**src/inc/oad_pkg.sv**
```systemverilog
// Functional notes
// - seventeen operand addressing modes in seven groups are decoded
// - short variants reach page zero, up to 1fe when indexed; long ones reach 64 Kbyte
// - read-modify-write memory instructions accept short variants only
// - inherent instruction is one byte; no operand bytes fetched
// - immediate instruction is two bytes; second byte is the literal
// - short direct fetches one byte used as page zero address
// - long direct fetches a word used as full address
// - indexed address is unsigned sum of selected index and offset
// - indexed without offset fetches nothing; index alone is address
// - short indexed adds offset byte to index, span 00 to 1fe
// - long indexed adds index to a fetched offset word
// - indirect: byte after opcode is page zero pointer address
// - short indirect reads a one-byte pointer from page zero
// - long indirect reads a two-byte pointer from page zero
// - relative target is next instruction address plus signed byte
// - halt stops oscillator; wait-for-interrupt waits for interrupt
// - prebyte 90 swaps first index register for the second
// - prebyte 92 turns direct forms and x indexed into indirect
package oad_pkg;

  // ****************************************************************
  // constants
  // ****************************************************************
  localparam logic [7:0]  OAD_PRE_SECOND_IDX = 8'h90;
  localparam logic [7:0]  OAD_PRE_INDIRECT   = 8'h92;
  localparam logic [7:0]  OAD_PAGE_ZERO      = 8'h00;
  localparam logic [15:0] OAD_ADDR_RESET     = 16'h0000;
  localparam logic [7:0]  OAD_BYTE_RESET     = 8'h00;
  localparam logic [2:0]  OAD_OPCODE_LEN     = 3'h1;
  localparam logic [1:0]  OAD_CNT_ZERO       = 2'h0;
  localparam logic [1:0]  OAD_CNT_ONE        = 2'h1;

  // ****************************************************************
  // types
  // ****************************************************************
  typedef enum logic [4:0] {
    OAD_INHERENT    = 5'h00,
    OAD_IMMEDIATE   = 5'h01,
    OAD_DIR_SHORT   = 5'h02,
    OAD_DIR_LONG    = 5'h03,
    OAD_IDX_NONE    = 5'h04,
    OAD_IDX_SHORT   = 5'h05,
    OAD_IDX_LONG    = 5'h06,
    OAD_IND_SHORT   = 5'h07,
    OAD_IND_LONG    = 5'h08,
    OAD_IDXIND_S    = 5'h09,
    OAD_IDXIND_L    = 5'h0a,
    OAD_REL_DIR     = 5'h0b,
    OAD_REL_IND     = 5'h0c,
    OAD_BIT_DIR     = 5'h0d,
    OAD_BIT_IND     = 5'h0e,
    OAD_BITREL_DIR  = 5'h0f,
    OAD_BITREL_IND  = 5'h10
  } oad_mode_t;

  typedef struct packed {
    oad_mode_t mode;
    logic      is_rmw;
    logic      is_halt;
    logic      is_wfi;
  } oad_op_class_t;

  typedef struct packed {
    oad_mode_t   mode;
    logic        use_second_idx;
    logic [15:0] eff_addr;
    logic [7:0]  literal;
    logic [15:0] jump_target;
    logic [2:0]  instr_len;
    logic        rmw_long_err;
  } oad_result_t;

  typedef struct packed {
    oad_mode_t  mode;
    logic       use_second_idx;
    logic [1:0] opnd_bytes;
    logic [1:0] ptr_bytes;
    logic       rmw_long_err;
  } oad_plan_t;

endpackage

```
**src/logic/oad_decoder.sv**
```systemverilog
`timescale 1ns/100ps
module oad_decoder (
  input  wire logic                   ref_clk,
  input  wire logic                   rst,
  input  wire logic                   start,
  input  wire logic [15:0]            start_pc,
  input  wire logic [7:0]             index_first,
  input  wire logic [7:0]             index_second,
  input  wire oad_pkg::oad_op_class_t op_class,
  input  wire logic                   wake_irq,
  input  wire logic [7:0]             mem_rdata,
  input  wire logic                   mem_ack,
  output logic                        mem_req,
  output logic [15:0]                 mem_addr,
  output logic [7:0]                  opcode,
  output logic                        busy,
  output logic                        done,
  output oad_pkg::oad_result_t        result,
  output logic                        osc_stop,
  output logic                        wait_for_interrupt_instr
);

  // ****************************************************************
  // state
  // ****************************************************************
  typedef enum logic [2:0] {
    ST_IDLE  = 3'b000,
    ST_FETCH = 3'b001,
    ST_CLASS = 3'b011,
    ST_OPND  = 3'b010,
    ST_PTR   = 3'b110,
    ST_CALC  = 3'b111,
    ST_DONE  = 3'b101
  } oad_state_t;

  oad_state_t          state;
  oad_state_t          next_state;
  oad_pkg::oad_plan_t  plan_now;
  oad_pkg::oad_plan_t  plan;
  oad_pkg::oad_op_class_t op_kept;
  logic                pre_second_idx;
  logic                pre_indirect;
  logic [15:0]         pc_cnt;
  logic [1:0]          cnt;
  logic [7:0]          opnd_hi;
  logic [7:0]          opnd_lo;
  logic [7:0]          ptr_hi;
  logic [7:0]          ptr_lo;
  logic [2:0]          len;
  logic [15:0]         ea_now;
  logic [15:0]         target_now;
  logic                rd_done;
  logic                last_byte;
  logic                need_read;
  logic [15:0]         read_addr;

  assign rd_done   = mem_req && mem_ack;
  assign last_byte = (state == ST_OPND) ? (cnt == plan.opnd_bytes - 2'h1)
                                        : (cnt == plan.ptr_bytes - 2'h1);
  assign need_read = !mem_req &&
    (state == ST_FETCH || state == ST_OPND || state == ST_PTR);

  // ****************************************************************
  // submodules
  // ****************************************************************
  oad_mode_plan u_plan (
    .op_class       (op_class),
    .pre_second_idx (pre_second_idx),
    .pre_indirect   (pre_indirect),
    .plan           (plan_now)
  );

  oad_addr_calc u_calc (
    .mode        (plan.mode),
    .opnd_hi     (opnd_hi),
    .opnd_lo     (opnd_lo),
    .ptr_hi      (ptr_hi),
    .ptr_lo      (ptr_lo),
    .index       (plan.use_second_idx ? index_second : index_first),
    .next_pc     (pc_cnt),
    .eff_addr    (ea_now),
    .jump_target (target_now)
  );

  // ****************************************************************
  // sequencing
  // ****************************************************************
  always_comb begin
    next_state = state;
    unique case (state)
      ST_IDLE:  if (start && !osc_stop && !wait_for_interrupt_instr)
                  next_state = ST_FETCH;
      ST_FETCH: if (rd_done && !((mem_rdata == oad_pkg::OAD_PRE_SECOND_IDX ||
                    mem_rdata == oad_pkg::OAD_PRE_INDIRECT) &&
                    !pre_second_idx && !pre_indirect))
                  next_state = ST_CLASS;
      ST_CLASS: next_state = (plan_now.opnd_bytes != oad_pkg::OAD_CNT_ZERO)
                             ? ST_OPND : ST_CALC;
      ST_OPND:  if (rd_done && last_byte)
                  next_state = (plan.ptr_bytes != oad_pkg::OAD_CNT_ZERO)
                               ? ST_PTR : ST_CALC;
      ST_PTR:   if (rd_done && last_byte) next_state = ST_CALC;
      ST_CALC:  next_state = ST_DONE;
      ST_DONE:  next_state = ST_IDLE;
      default:  next_state = ST_IDLE;
    endcase
  end

  always_ff @(posedge ref_clk) begin
    if (rst) state <= ST_IDLE;
    else     state <= next_state;
  end

  // ****************************************************************
  // prebytes and opcode
  // ****************************************************************
  always_ff @(posedge ref_clk) begin
    if (rst) begin
      pre_second_idx <= 1'b0;
      pre_indirect   <= 1'b0;
      opcode         <= oad_pkg::OAD_BYTE_RESET;
    end else if (state == ST_IDLE) begin
      pre_second_idx <= 1'b0;
      pre_indirect   <= 1'b0;
    end else if (state == ST_FETCH && rd_done) begin
      if (!pre_second_idx && !pre_indirect &&
          mem_rdata == oad_pkg::OAD_PRE_SECOND_IDX)
        pre_second_idx <= 1'b1;
      else if (!pre_second_idx && !pre_indirect &&
               mem_rdata == oad_pkg::OAD_PRE_INDIRECT)
        pre_indirect <= 1'b1;
      else
        opcode <= mem_rdata;
    end
  end

  // ****************************************************************
  // memory port
  // ****************************************************************
  always_comb begin
    if (state == ST_PTR)
      read_addr = {oad_pkg::OAD_PAGE_ZERO, opnd_hi} +
                  {14'h0000, cnt};
    else
      read_addr = pc_cnt;
  end

  always_ff @(posedge ref_clk) begin
    if (rst) begin
      mem_req  <= 1'b0;
      mem_addr <= oad_pkg::OAD_ADDR_RESET;
    end else if (rd_done) begin
      mem_req  <= 1'b0;
    end else if (need_read) begin
      mem_req  <= 1'b1;
      mem_addr <= read_addr;
    end
  end

  always_ff @(posedge ref_clk) begin
    if (rst)
      pc_cnt <= oad_pkg::OAD_ADDR_RESET;
    else if (state == ST_IDLE && start)
      pc_cnt <= start_pc;
    else if (rd_done && (state == ST_FETCH || state == ST_OPND))
      pc_cnt <= pc_cnt + 16'h0001;
  end

  // ****************************************************************
  // byte capture
  // ****************************************************************
  always_ff @(posedge ref_clk) begin
    if (rst || state == ST_CLASS || (rd_done && last_byte))
      cnt <= oad_pkg::OAD_CNT_ZERO;
    else if (rd_done && (state == ST_OPND || state == ST_PTR))
      cnt <= cnt + 2'h1;
  end

  always_ff @(posedge ref_clk) begin
    if (rst) begin
      opnd_hi <= oad_pkg::OAD_BYTE_RESET;
      opnd_lo <= oad_pkg::OAD_BYTE_RESET;
      ptr_hi  <= oad_pkg::OAD_BYTE_RESET;
      ptr_lo  <= oad_pkg::OAD_BYTE_RESET;
    end else if (rd_done && state == ST_OPND) begin
      if (cnt == oad_pkg::OAD_CNT_ZERO) opnd_hi <= mem_rdata;
      else                              opnd_lo <= mem_rdata;
    end else if (rd_done && state == ST_PTR) begin
      if (cnt == oad_pkg::OAD_CNT_ZERO) ptr_hi <= mem_rdata;
      else                              ptr_lo <= mem_rdata;
    end
  end

  always_ff @(posedge ref_clk) begin
    if (rst) begin
      plan    <= '0;
      op_kept <= '0;
      len     <= oad_pkg::OAD_OPCODE_LEN;
    end else if (state == ST_CLASS) begin
      plan    <= plan_now;
      op_kept <= op_class;
      len     <= oad_pkg::OAD_OPCODE_LEN + {1'b0, plan_now.opnd_bytes} +
                 {2'b00, pre_second_idx | pre_indirect};
    end
  end

  // ****************************************************************
  // results
  // ****************************************************************
  always_ff @(posedge ref_clk) begin
    if (rst) begin
      result <= '0;
    end else if (state == ST_CALC) begin
      result.mode           <= plan.mode;
      result.use_second_idx <= plan.use_second_idx;
      result.eff_addr       <= ea_now;
      result.literal        <= opnd_hi;
      result.jump_target    <= target_now;
      result.instr_len      <= len;
      result.rmw_long_err   <= plan.rmw_long_err;
    end
  end

  always_ff @(posedge ref_clk) begin
    if (rst) begin
      done <= 1'b0;
      busy <= 1'b0;
    end else begin
      done <= (state == ST_CALC);
      busy <= (next_state != ST_IDLE);
    end
  end

  // ****************************************************************
  // low power requests
  // ****************************************************************
  always_ff @(posedge ref_clk) begin
    if (rst) begin
      osc_stop                 <= 1'b0;
      wait_for_interrupt_instr <= 1'b0;
    end else if (state == ST_CALC &&
                 plan.mode == oad_pkg::OAD_INHERENT) begin
      osc_stop                 <= op_kept.is_halt;
      wait_for_interrupt_instr <= op_kept.is_wfi;
    end else if (wake_irq) begin
      osc_stop                 <= 1'b0;
      wait_for_interrupt_instr <= 1'b0;
    end
  end

endmodule

```
**src/logic/oad_mode_plan.sv**
```systemverilog
`timescale 1ns/100ps
module oad_mode_plan (
  input  wire oad_pkg::oad_op_class_t op_class,
  input  wire logic                   pre_second_idx,
  input  wire logic                   pre_indirect,
  output oad_pkg::oad_plan_t          plan
);

  // ****************************************************************
  // prebyte mapping and byte counts
  // ****************************************************************
  always_comb begin
    oad_pkg::oad_mode_t m;
    m = op_class.mode;
    if (pre_indirect) begin
      unique case (op_class.mode)
        oad_pkg::OAD_DIR_SHORT:  m = oad_pkg::OAD_IND_SHORT;
        oad_pkg::OAD_DIR_LONG:   m = oad_pkg::OAD_IND_LONG;
        oad_pkg::OAD_IDX_SHORT:  m = oad_pkg::OAD_IDXIND_S;
        oad_pkg::OAD_IDX_LONG:   m = oad_pkg::OAD_IDXIND_L;
        oad_pkg::OAD_REL_DIR:    m = oad_pkg::OAD_REL_IND;
        oad_pkg::OAD_BIT_DIR:    m = oad_pkg::OAD_BIT_IND;
        oad_pkg::OAD_BITREL_DIR: m = oad_pkg::OAD_BITREL_IND;
        default:                 m = op_class.mode;
      endcase
    end
    plan.mode           = m;
    plan.use_second_idx = pre_second_idx;
    plan.opnd_bytes     = 2'h0;
    plan.ptr_bytes      = 2'h0;
    unique case (m)
      oad_pkg::OAD_IMMEDIATE, oad_pkg::OAD_DIR_SHORT,
      oad_pkg::OAD_IDX_SHORT, oad_pkg::OAD_REL_DIR,
      oad_pkg::OAD_BIT_DIR:    plan.opnd_bytes = 2'h1;
      oad_pkg::OAD_DIR_LONG, oad_pkg::OAD_IDX_LONG,
      oad_pkg::OAD_BITREL_DIR: plan.opnd_bytes = 2'h2;
      oad_pkg::OAD_IND_SHORT, oad_pkg::OAD_IDXIND_S,
      oad_pkg::OAD_REL_IND, oad_pkg::OAD_BIT_IND: begin
        plan.opnd_bytes = 2'h1;
        plan.ptr_bytes  = 2'h1;
      end
      oad_pkg::OAD_IND_LONG, oad_pkg::OAD_IDXIND_L: begin
        plan.opnd_bytes = 2'h1;
        plan.ptr_bytes  = 2'h2;
      end
      oad_pkg::OAD_BITREL_IND: begin
        plan.opnd_bytes = 2'h2;
        plan.ptr_bytes  = 2'h1;
      end
      default: ;
    endcase
    // long variant on read-modify-write op
    plan.rmw_long_err = op_class.is_rmw &&
      (m == oad_pkg::OAD_DIR_LONG || m == oad_pkg::OAD_IDX_LONG ||
       m == oad_pkg::OAD_IND_LONG || m == oad_pkg::OAD_IDXIND_L);
  end

endmodule

```
**src/logic/oad_addr_calc.sv**
```systemverilog
`timescale 1ns/100ps
module oad_addr_calc (
  input  wire oad_pkg::oad_mode_t mode,
  input  wire logic [7:0]         opnd_hi,
  input  wire logic [7:0]         opnd_lo,
  input  wire logic [7:0]         ptr_hi,
  input  wire logic [7:0]         ptr_lo,
  input  wire logic [7:0]         index,
  input  wire logic [15:0]        next_pc,
  output logic [15:0]             eff_addr,
  output logic [15:0]             jump_target
);

  // ****************************************************************
  // helpers
  // ****************************************************************
  function automatic logic [15:0] page0(input logic [7:0] b);
    page0 = {oad_pkg::OAD_PAGE_ZERO, b};
  endfunction

  function automatic logic [15:0] add_idx(input logic [15:0] base,
                                          input logic [7:0]  idx);
    add_idx = base + {oad_pkg::OAD_PAGE_ZERO, idx};
  endfunction

  function automatic logic [15:0] rel(input logic [15:0] pc,
                                      input logic [7:0]  d);
    rel = pc + {{8{d[7]}}, d};
  endfunction

  // ****************************************************************
  // effective address and target
  // ****************************************************************
  always_comb begin
    eff_addr    = oad_pkg::OAD_ADDR_RESET;
    jump_target = oad_pkg::OAD_ADDR_RESET;
    unique case (mode)
      oad_pkg::OAD_DIR_SHORT, oad_pkg::OAD_BIT_DIR:
        eff_addr = page0(opnd_hi);
      oad_pkg::OAD_DIR_LONG:  eff_addr = {opnd_hi, opnd_lo};
      oad_pkg::OAD_IDX_NONE:  eff_addr = page0(index);
      oad_pkg::OAD_IDX_SHORT: eff_addr = add_idx(page0(opnd_hi), index);
      oad_pkg::OAD_IDX_LONG:
        eff_addr = add_idx({opnd_hi, opnd_lo}, index);
      oad_pkg::OAD_IND_SHORT, oad_pkg::OAD_BIT_IND:
        eff_addr = page0(ptr_hi);
      oad_pkg::OAD_IND_LONG:  eff_addr = {ptr_hi, ptr_lo};
      oad_pkg::OAD_IDXIND_S:  eff_addr = add_idx(page0(ptr_hi), index);
      oad_pkg::OAD_IDXIND_L:
        eff_addr = add_idx({ptr_hi, ptr_lo}, index);
      oad_pkg::OAD_REL_DIR:   jump_target = rel(next_pc, opnd_hi);
      oad_pkg::OAD_REL_IND:   jump_target = rel(next_pc, ptr_hi);
      oad_pkg::OAD_BITREL_DIR: begin
        eff_addr    = page0(opnd_hi);
        jump_target = rel(next_pc, opnd_lo);
      end
      oad_pkg::OAD_BITREL_IND: begin
        eff_addr    = page0(ptr_hi);
        jump_target = rel(next_pc, opnd_lo);
      end
      default: ;
    endcase
  end

endmodule

```
**config.mk**
```make
export PLATFORM = sky130hd
export DESIGN_NAME = oad_decoder
export DESIGN_NICKNAME = d
export VERILOG_FILES = /design/src/inc/oad_pkg.sv /design/src/logic/oad_decoder.sv /design/src/logic/oad_mode_plan.sv /design/src/logic/oad_addr_calc.sv
export SDC_FILE = /design/constraint.sdc
export NUM_CORES = 1
export LEC_CHECK = 0
export BUFFER_PORTS_ARGS = -buffer_cell sky130_fd_sc_hd__buf_4
export CORE_UTILIZATION = 40
export CTS_CLUSTER_DIAMETER = 60
export DETAILED_ROUTE_END_ITERATION = 10
export GPL_TIMING_DRIVEN = 0
export SETUP_SLACK_MARGIN = 0.3
export SLEW_MARGIN = 30
export SYNTH_ARGS = -nofsm -noshare
export SYNTH_HDL_FRONTEND = slang
export SYNTH_SLANG_ARGS = --single-unit
```
**constraint.sdc**
```tcl
create_clock -name ref_clk -period 3.87 [get_ports ref_clk]
set_input_delay 0.9675 -clock ref_clk [delete_from_list [all_inputs] [get_ports ref_clk]]
set_output_delay 0.9675 -clock ref_clk [all_outputs]
set_load 0.005 [all_outputs]
```
==> results of run 1 <==
[cells in the mapped netlist, types with 9 or more instances]
master    number  area [um2]
nand3_1       37         185
and3_1         9        56.3
a21oi_1       98         490
xor2_1        12         105
nor2_1       116         435
o31ai_1       12        90.1
ha_1          37         463
clkbuf_1      57         214
nand2_1      158         593
inv_1         24        90.1
nand2b_1      16         100
a22oi_1       22         165
o21a_1        12        90.1
mux2i_1       48         480
o21ai_0       45         225
nor3_1        27         135
mux2_2        23         259
dfxtp_1      150        3000
buf_2         13        65.1
a221oi_1       9        78.8
a21o_1        16         120
nor2b_1       11        68.8
a211oi_1      26         195
xnor2_1       22         193
a221o_1       11         110
[flip-flops by register name (all words and copies together) (netlist names), 2 cells and up]
signal / count
len: 3
ptr_hi: 8
cnt: 2
ptr_lo: 8
opnd_lo: 8
opcode: 8
opnd_hi: 8
mem_addr: 16
state: 3
plan: 11
result: 50
op_kept: 2
pc_cnt: 16
[area by class of cell]
class	count	share of cell area (%)
inverter	24	0.797
sequential	150	26.6
timing repair buffer	128	8.50
clock buffer	17	3.76
clock inverter	15	2.02
multi-input combinational	906	52.2
tap	285	3.15
buffer	80	3.04
[worst max path at each step]
stage | from | end | depth (start not counted)
floorplan | plan[10] | result[13] | 12
global placement | plan[8] | result[38] | 11
detailed placement | plan[8] | result[38] | 11
global route | plan[10] | result[18] | 13
CTS | plan[7] | result[38] | 13
finish | plan[8] | result[38] | 13
[timing repair]
action / 4_1_cts / 5_1_grt
setup endpoints to repair: 15 / 20
gates cloned: 0 / 0
pin swaps: 1 / 4
hold buffers: 0 / 0
buffers inserted: 1 / 1
resized for setup: 7 / 23
[through the flow]
stage,hold slack (ps),util [%]
finish,452,50.0
global route,474,50.0
CTS,458,49.6
detailed placement,444,46.6
global placement,440,46.6
floorplan,432,-
[layer usage]
metal | track usage (%) | vias up
li1 | - | 4511
met1 | 38.1 | 4407
met2 | 42.6 | 422
met3 | 5.10 | 58
met4 | 9.76 | 0
met5 | 0 | -
[layout by cell type (no fill, tap or decap), drive strengths merged, types with 37 or more instances in the layout]
cell type    n
nand3       37
nand2      158
nor2       119
ha          37
mux2i       48
dfxtp      150
o21ai       45
buf        151
a21oi       98
clkbuf      74
[critical path: stages, from the launching register on]
cell and delay (ps):
dfxtp_1 400, buf_4 240, nor3b_4 240, nand2_4 170, mux2_2 270, ha_1 230
inv_1 70, fa_1 420, nor2b_2 180, o21a_1 160, o21ai_1 170, o21a_1 250
or3_1 350, a221oi_2 240
[cells by family after synthesis]
family / share of synthesized area [%]
xor gates and xnor gates: 3.22
and+or+nand+nor: 21.5
AOI/OAI and AO/OA: 24.3
muxes: 7.99
adders and majority gates: 5.87
buffers and inverters: 4.64
DFF: 32.5
[report_power, final]
part | internal (W) | leakage [nW] | switching [W]
clock | 0.00111 | 0.323 | 0.000782
sequential | 0.00157 | 1.21 | 0.0000325
combinational | 0.000139 | 2.85 | 0.000218
==> impl_results.md, run 1 <==
* Final clock skew at 9.67 ps
* Unique masters post-synth at 75
* Ys flop type: dfxtp_1
* Max Slew Vio Count at 0
* First-pass iteration count of the detailed router at 6
* Seq cells post-synth at 150
* CTS Buf Count at 17
* Die area at 0.0237 mm2
* Post-layout total power at 0.00385 W
* Finish-stage setup viols at 0
* Grt ovf at 0
* Minimum clock period at 3470 ps
* Max Root-Sink Buffers at 2
* Worst Reg-to-Reg Cells at 13
* # port buffers at 126
* Post-route cell area at 0.0113 mm2
* Filler cells at 2272
* Cell area after synthesis at 0.00925 mm2
* Power per cell area at 341 mW/mm2
* Initial antenna violation count at 0
* EDFF count, synth at 0
* Layout cells sized above 1 at 18.0%
* Critical Path AT at 3810 ps
* WHS Path Cells at 2
* Slew HR at 40.9%
* Metal2 WL at 14200 um
* # placed instances at 1571
* First-pass GRT wire length at 50200 um
* Core footprint at 0.0226 mm2
* Crit path max fanout at 10
* Clock latency on the worst-skew pair at 440 ps
* Met3 WL at 2630 um
* Unrepaired setup endpoints after global routing: yes
* Routability cong. at 0.911
* Warnings from Yosys at 0
* CTS tree: built
* Root Driver: clkbuf_16
* FMAX at 0.288 GHz
* CP Capture Type: flop
* Post-route DRC at 0
* Clk slew on worst S/H paths at 70 ps
* DR WL/cell at 20.2 um
* Pleak at 4.38 nW
* Synth Net Count at 1254
* Post-Synthesis Cells at 1160
* Setup CP Type: reg2reg
* Seq/Total Area, Yosys at 32.5%
* Post-route setup slack at 403 ps
* Iteration-0 DRC Markers at 773
* Placed cell areas at 0.0106 mm2
* Routed vias at 9398
* Worst Tran Pin Value at 885 ps
* RR Endpoint: result[38]
* FF/Latch Area at 0.00300 mm2
* Fin cells at 1605
* Post-DRT Antenna Nets at 0
* Startpoint types: flop
* Wire length on met1 at 14800 um
* Area grow syn2layout at 22.2%
* Rows at 55
* Max_cap viols at 0
* GRT Util Overall at 27.5%
* Min-delay src: result[11]
* Post-route clock period utilization at 89.6%
* Crit path required time at 4220 ps
* Die H at 154 um
* Post-synth ARST share at 0%
* Setup TNS Final at 0 ps
* R2R Setup Slk at 400 ps
* Die Wd at 154 um
* Reg2reg start: plan[8]
* Peak supply drop at 0.253 mV
* Multi-input logic area at 0.00590 mm2
* Final nets at 1401
* Synth Area per Inst at 7.98 um2
* DP HPWL at 24400 um
* Worst Hold End: result[11]
* Antenna fix cells at 0
* Clock sinks at 150
* Final hold vios at 0
* H-tree depth at 4
* Status: completed
* Number of global-route vias before repair at 8698
* Initial Util at 40.9%
* Largest net degree at the start of global routing at 17
* Detailed Route WL at 32400 um
* Vias per Instance at 5.86
* I/O Pins at 132
* DR top layer: met4
* Pre-CTS WS at -225 ps
* HP Class: reg2reg
Note: power is estimated with default switching activity, not from simulation.
==> inputs of run 2 (changes only) <==
--- a/config.mk
+++ b/config.mk
@@ -5,11 +5,13 @@
 export SDC_FILE = /design/constraint.sdc
 export NUM_CORES = 1
 export LEC_CHECK = 0
+export ABC_AREA = 1
 export BUFFER_PORTS_ARGS = -buffer_cell sky130_fd_sc_hd__buf_4
 export CORE_UTILIZATION = 40
 export CTS_CLUSTER_DIAMETER = 60
 export DETAILED_ROUTE_END_ITERATION = 10
 export GPL_TIMING_DRIVEN = 0
+export PLACE_DENSITY_LB_ADDON = 0.15
 export SETUP_SLACK_MARGIN = 0.3
 export SLEW_MARGIN = 30
 export SYNTH_ARGS = -nofsm -noshare
==> constraint.sdc (replaced) <==
create_clock -name ref_clk -period 3.87 [get_ports ref_clk]
set_input_delay 0.5805 -clock ref_clk [delete_from_list [all_inputs] [get_ports ref_clk]]
set_output_delay 0.5805 -clock ref_clk [all_outputs]
set_load 0.005 [all_outputs]
==> run 2 against run 1 <==
- first-iteration DRC count up 0.78%
- area after synthesis down 3.5%
- clock power down 16%
- sequential share of layout area up 1.1 points
- sequential power about the same
- clock-buffer cell count up 1
- synthesized cell count up 14%
- power down 6.5%
- hold slack worse by 93 ps
- wire length down 7.6%
- non-clock buffer count down 24
- sequential cell count unchanged
- critical path type unchanged
- critical endpoint is now result[42]
- largest power group is now registers
==> impl_results.md, run 2 <==
* Cell area after synthesis at 0.00892 mm2
* Reg2reg start: plan[9]
* Routability cong. at 0.935
* Critical-path top delay cell: fa_1
* Simple-gate share of the synthesized area at 23.5%
* Pleak at 4.68 nW
* Top cell type's share of synthesized area at 33.7%
* Leading area contributor after synthesis: dfxtp_1
* EDFF count, synth at 0
* Multi-input logic area at 0.00505 mm2
* Final nets at 1564
* CP delay by family, top: simple AND/OR/NAND/NOR gates
* Count leader, synth: nand2_1
* Dominant combinational cell family by area after synthesis: compound AO/OA/AOI/OAI gates
* RR Endpoint: result[42]
* Clock sinks at 150
* Antenna fix cells at 0
* DP HPWL at 23100 um
* Startpoint types: flop
* Post-route clock period utilization at 86.1%
* # port buffers at 130
* HP Class: in2reg
* Fin cells at 1763
* Clk slew on worst S/H paths at 70 ps
* Unrepaired setup endpoints after global routing: no
* Largest net degree at the start of global routing at 17
* Biggest register: result
* Synth Area in Compound Gates at 25.4%
* Synth Area per Inst at 6.77 um2
* Post-synthesis adder-cell area fraction at 6.09%
* H-tree depth at 4
* R2R Setup Slk at 540 ps
* Max Slew Vio Count at 0
* Worst Tran Pin Value at 755 ps
* Clock latency on the worst-skew pair at 430 ps
* Root Driver: clkbuf_16
* Unique masters post-synth at 56
* Slew HR at 49.3%
* Min-delay src: op_class[0]
* GRT Util Overall at 26.6%
* Most frequent cells in the layout: 256 x nand2_1, 162 x inv_1, 155 x a21oi_1, 147 x dfxtp_1, 144 x o21ai_0
* Grt ovf at 0
* Ys flop type: dfxtp_1
* Die Wd at 151 um
* Filler cells at 2234
* Detailed Route WL at 30000 um
* Synth top cells by count: 259 x nand2_1, 162 x inv_1, 155 x a21oi_1, 150 x dfxtp_1, 150 x o21ai_0
* Max Root-Sink Buffers at 2
* I/O Pins at 132
* Post-DRT Antenna Nets at 0
* Synth Net Count at 1412
* Post-Synth XOR/XNOR Area at 1.28%
* DR WL/cell at 17.0 um
* Setup CP Type: reg2reg
* First-pass iteration count of the detailed router at 5
* Warnings from Yosys at 0
* Rows at 54
* Worst Hold End: op_kept[0]
* Initial Util at 40.9%
* Worst stage delay on the critical path at 400 ps
* Seq/Total Area, Yosys at 33.7%
* Seq cells post-synth at 150
* # placed instances at 1728
* Largest registers: result (50), mem_addr (16), pc_cnt (16)
* Post-synth ARST share at 0%
* Max reg flops at 50
* Iteration-0 DRC Markers at 779
* Die H at 151 um
* Post-route DRC at 0
* Routed vias at 9402
* Status: completed
* Minimum clock period at 3330 ps
* FF/Latch Area at 0.00301 mm2
* Crit path required time at 4160 ps
* Core footprint at 0.0218 mm2
* Worst-path cell chain: inv_2 > nor3_4 > nand2_4 > clkbuf_8 > buf_2 > o21ai_1 > ha_1 > inv_1 > fa_1 > inv_1 > a31oi_1 > inv_1 > nand2_1 > nand2_1 > nand2_2 > nor2_4 > nand3_1 > nand3_1 > o221ai_1 > nand2_1 > a21oi_1
* Synth top area cells: dfxtp_1 34%, nand2_1 11%, a21oi_1 8.7%
* Finish-stage setup viols at 0
* Peak supply drop at 0.283 mV
* Crit path buffers/inverters at 6
* Final hold vios at 0
* Area grow syn2layout at 21.8%
* Max_cap viols at 0
* Number of global-route vias before repair at 8333
* Crit path max fanout at 10
* First-pass GRT wire length at 46000 um
* Power per cell area at 331 mW/mm2
* FMAX at 0.300 GHz
* Multiplexer share of the synthesized area at 0%
* CTS Buf Count at 17
* Post-Synthesis Cells at 1318
* Initial antenna violation count at 0
* Leading cell type in the layout, fill and taps excluded: nand2_1
* CTS tree: built
* Vias per Instance at 5.33
* Layout cells sized above 1 at 15.4%
* Worst Reg-to-Reg Cells at 21
* Final clock skew at 9.02 ps
* CP Capture Type: flop
* Setup TNS Final at 0 ps
* Critical Path AT at 3620 ps
* Die area at 0.0229 mm2
* WHS Path Cells at 2
## run 2: cell count changes after synthesis, moves of 14 or more
| cell | delta |
|---|---|
| a21oi_1 | +57 |
| nand3_1 | +29 |
| a22oi_1 | -14 |
| nand2_1 | +101 |
| nand2b_1 | -16 |
| mux2_2 | -23 |
| xnor2_1 | -17 |
| clkbuf_1 | -20 |
| mux2i_1 | -48 |
| o21ai_0 | +105 |
| inv_1 | +138 |
| a21o_1 | -15 |
| a211oi_1 | -20 |
## run 2: how the worst max path moves through the flow
| stage | start | end | slack, ps | depth (start not counted) |
|---|---|---|---|---|
| 6_report | plan[9] | result[42] | 540 | 21 |
| 5_1_grt | plan[5] | result[43] | 300 | 18 |
| 4_1_cts | plan[6] | result[17] | 350 | 22 |
| 3_5_place_dp | plan[6] | result[17] | 380 | 22 |
| 3_3_place_gp | plan[6] | result[17] | 410 | 22 |
| 2_1_floorplan | plan[8] | result[16] | 930 | 23 |
## run 2: area by class of cell
cell class / count / share of cell area (%)
multi-input combinational: 948 / 46.4
clock buffer: 18 / 4.04
inverter: 169 / 5.87
tap: 280 / 3.22
timing repair buffer: 133 / 9.19
clock inverter: 14 / 1.11
sequential: 150 / 27.7
buffer: 51 / 2.43
## run 2: metal layers
layer	share of wire [%]	global-route usage [%]	routed length (um)
met1	47	37.4	14100
met2	44	40.4	13200
met3	6.3	4.67	1900
met4	2.8	9.25	848
met5	0	0	0
## run 2: logic make-up after synthesis
kind of cell / Yosys count
AO/OA/AOI/OAI: 402
XOR/XNOR: 13
adder cells (fa/ha/maj): 41
buffers and inverters: 220
flip-flops: 150
AND/OR/NAND/NOR: 492
## run 2: power by group
group,total [W],internal [W],switching (W)
combinational,0.000388,0.000149,0.000239
clock,0.00159,0.000855,0.000731
sequential,0.00163,0.00158,0.0000466
total,0.00360,0.00258,0.00102
## run 2: metrics by stage
stage	instance area, um2	power, W	utilization (%)	hold WS (ps)	setup WS (ps)
after floorplan	8920	0.00187	-	444	930
after global placement	10200	0.00204	47.0	453	407
after detailed placement	10200	0.00204	47.0	459	380
after CTS	10800	0.00363	49.5	347	354
after global routing	10900	0.00376	49.8	350	302
final	10900	0.00360	49.8	359	539
## run 2: repair_timing
| action | in CTS | in global routing |
|---|---|---|
| hold buffers | 0 | 0 |
| resized for setup | 0 | 23 |
| endpoints found under the setup margin | 0 | 13 |
| buffers inserted | 0 | 3 |
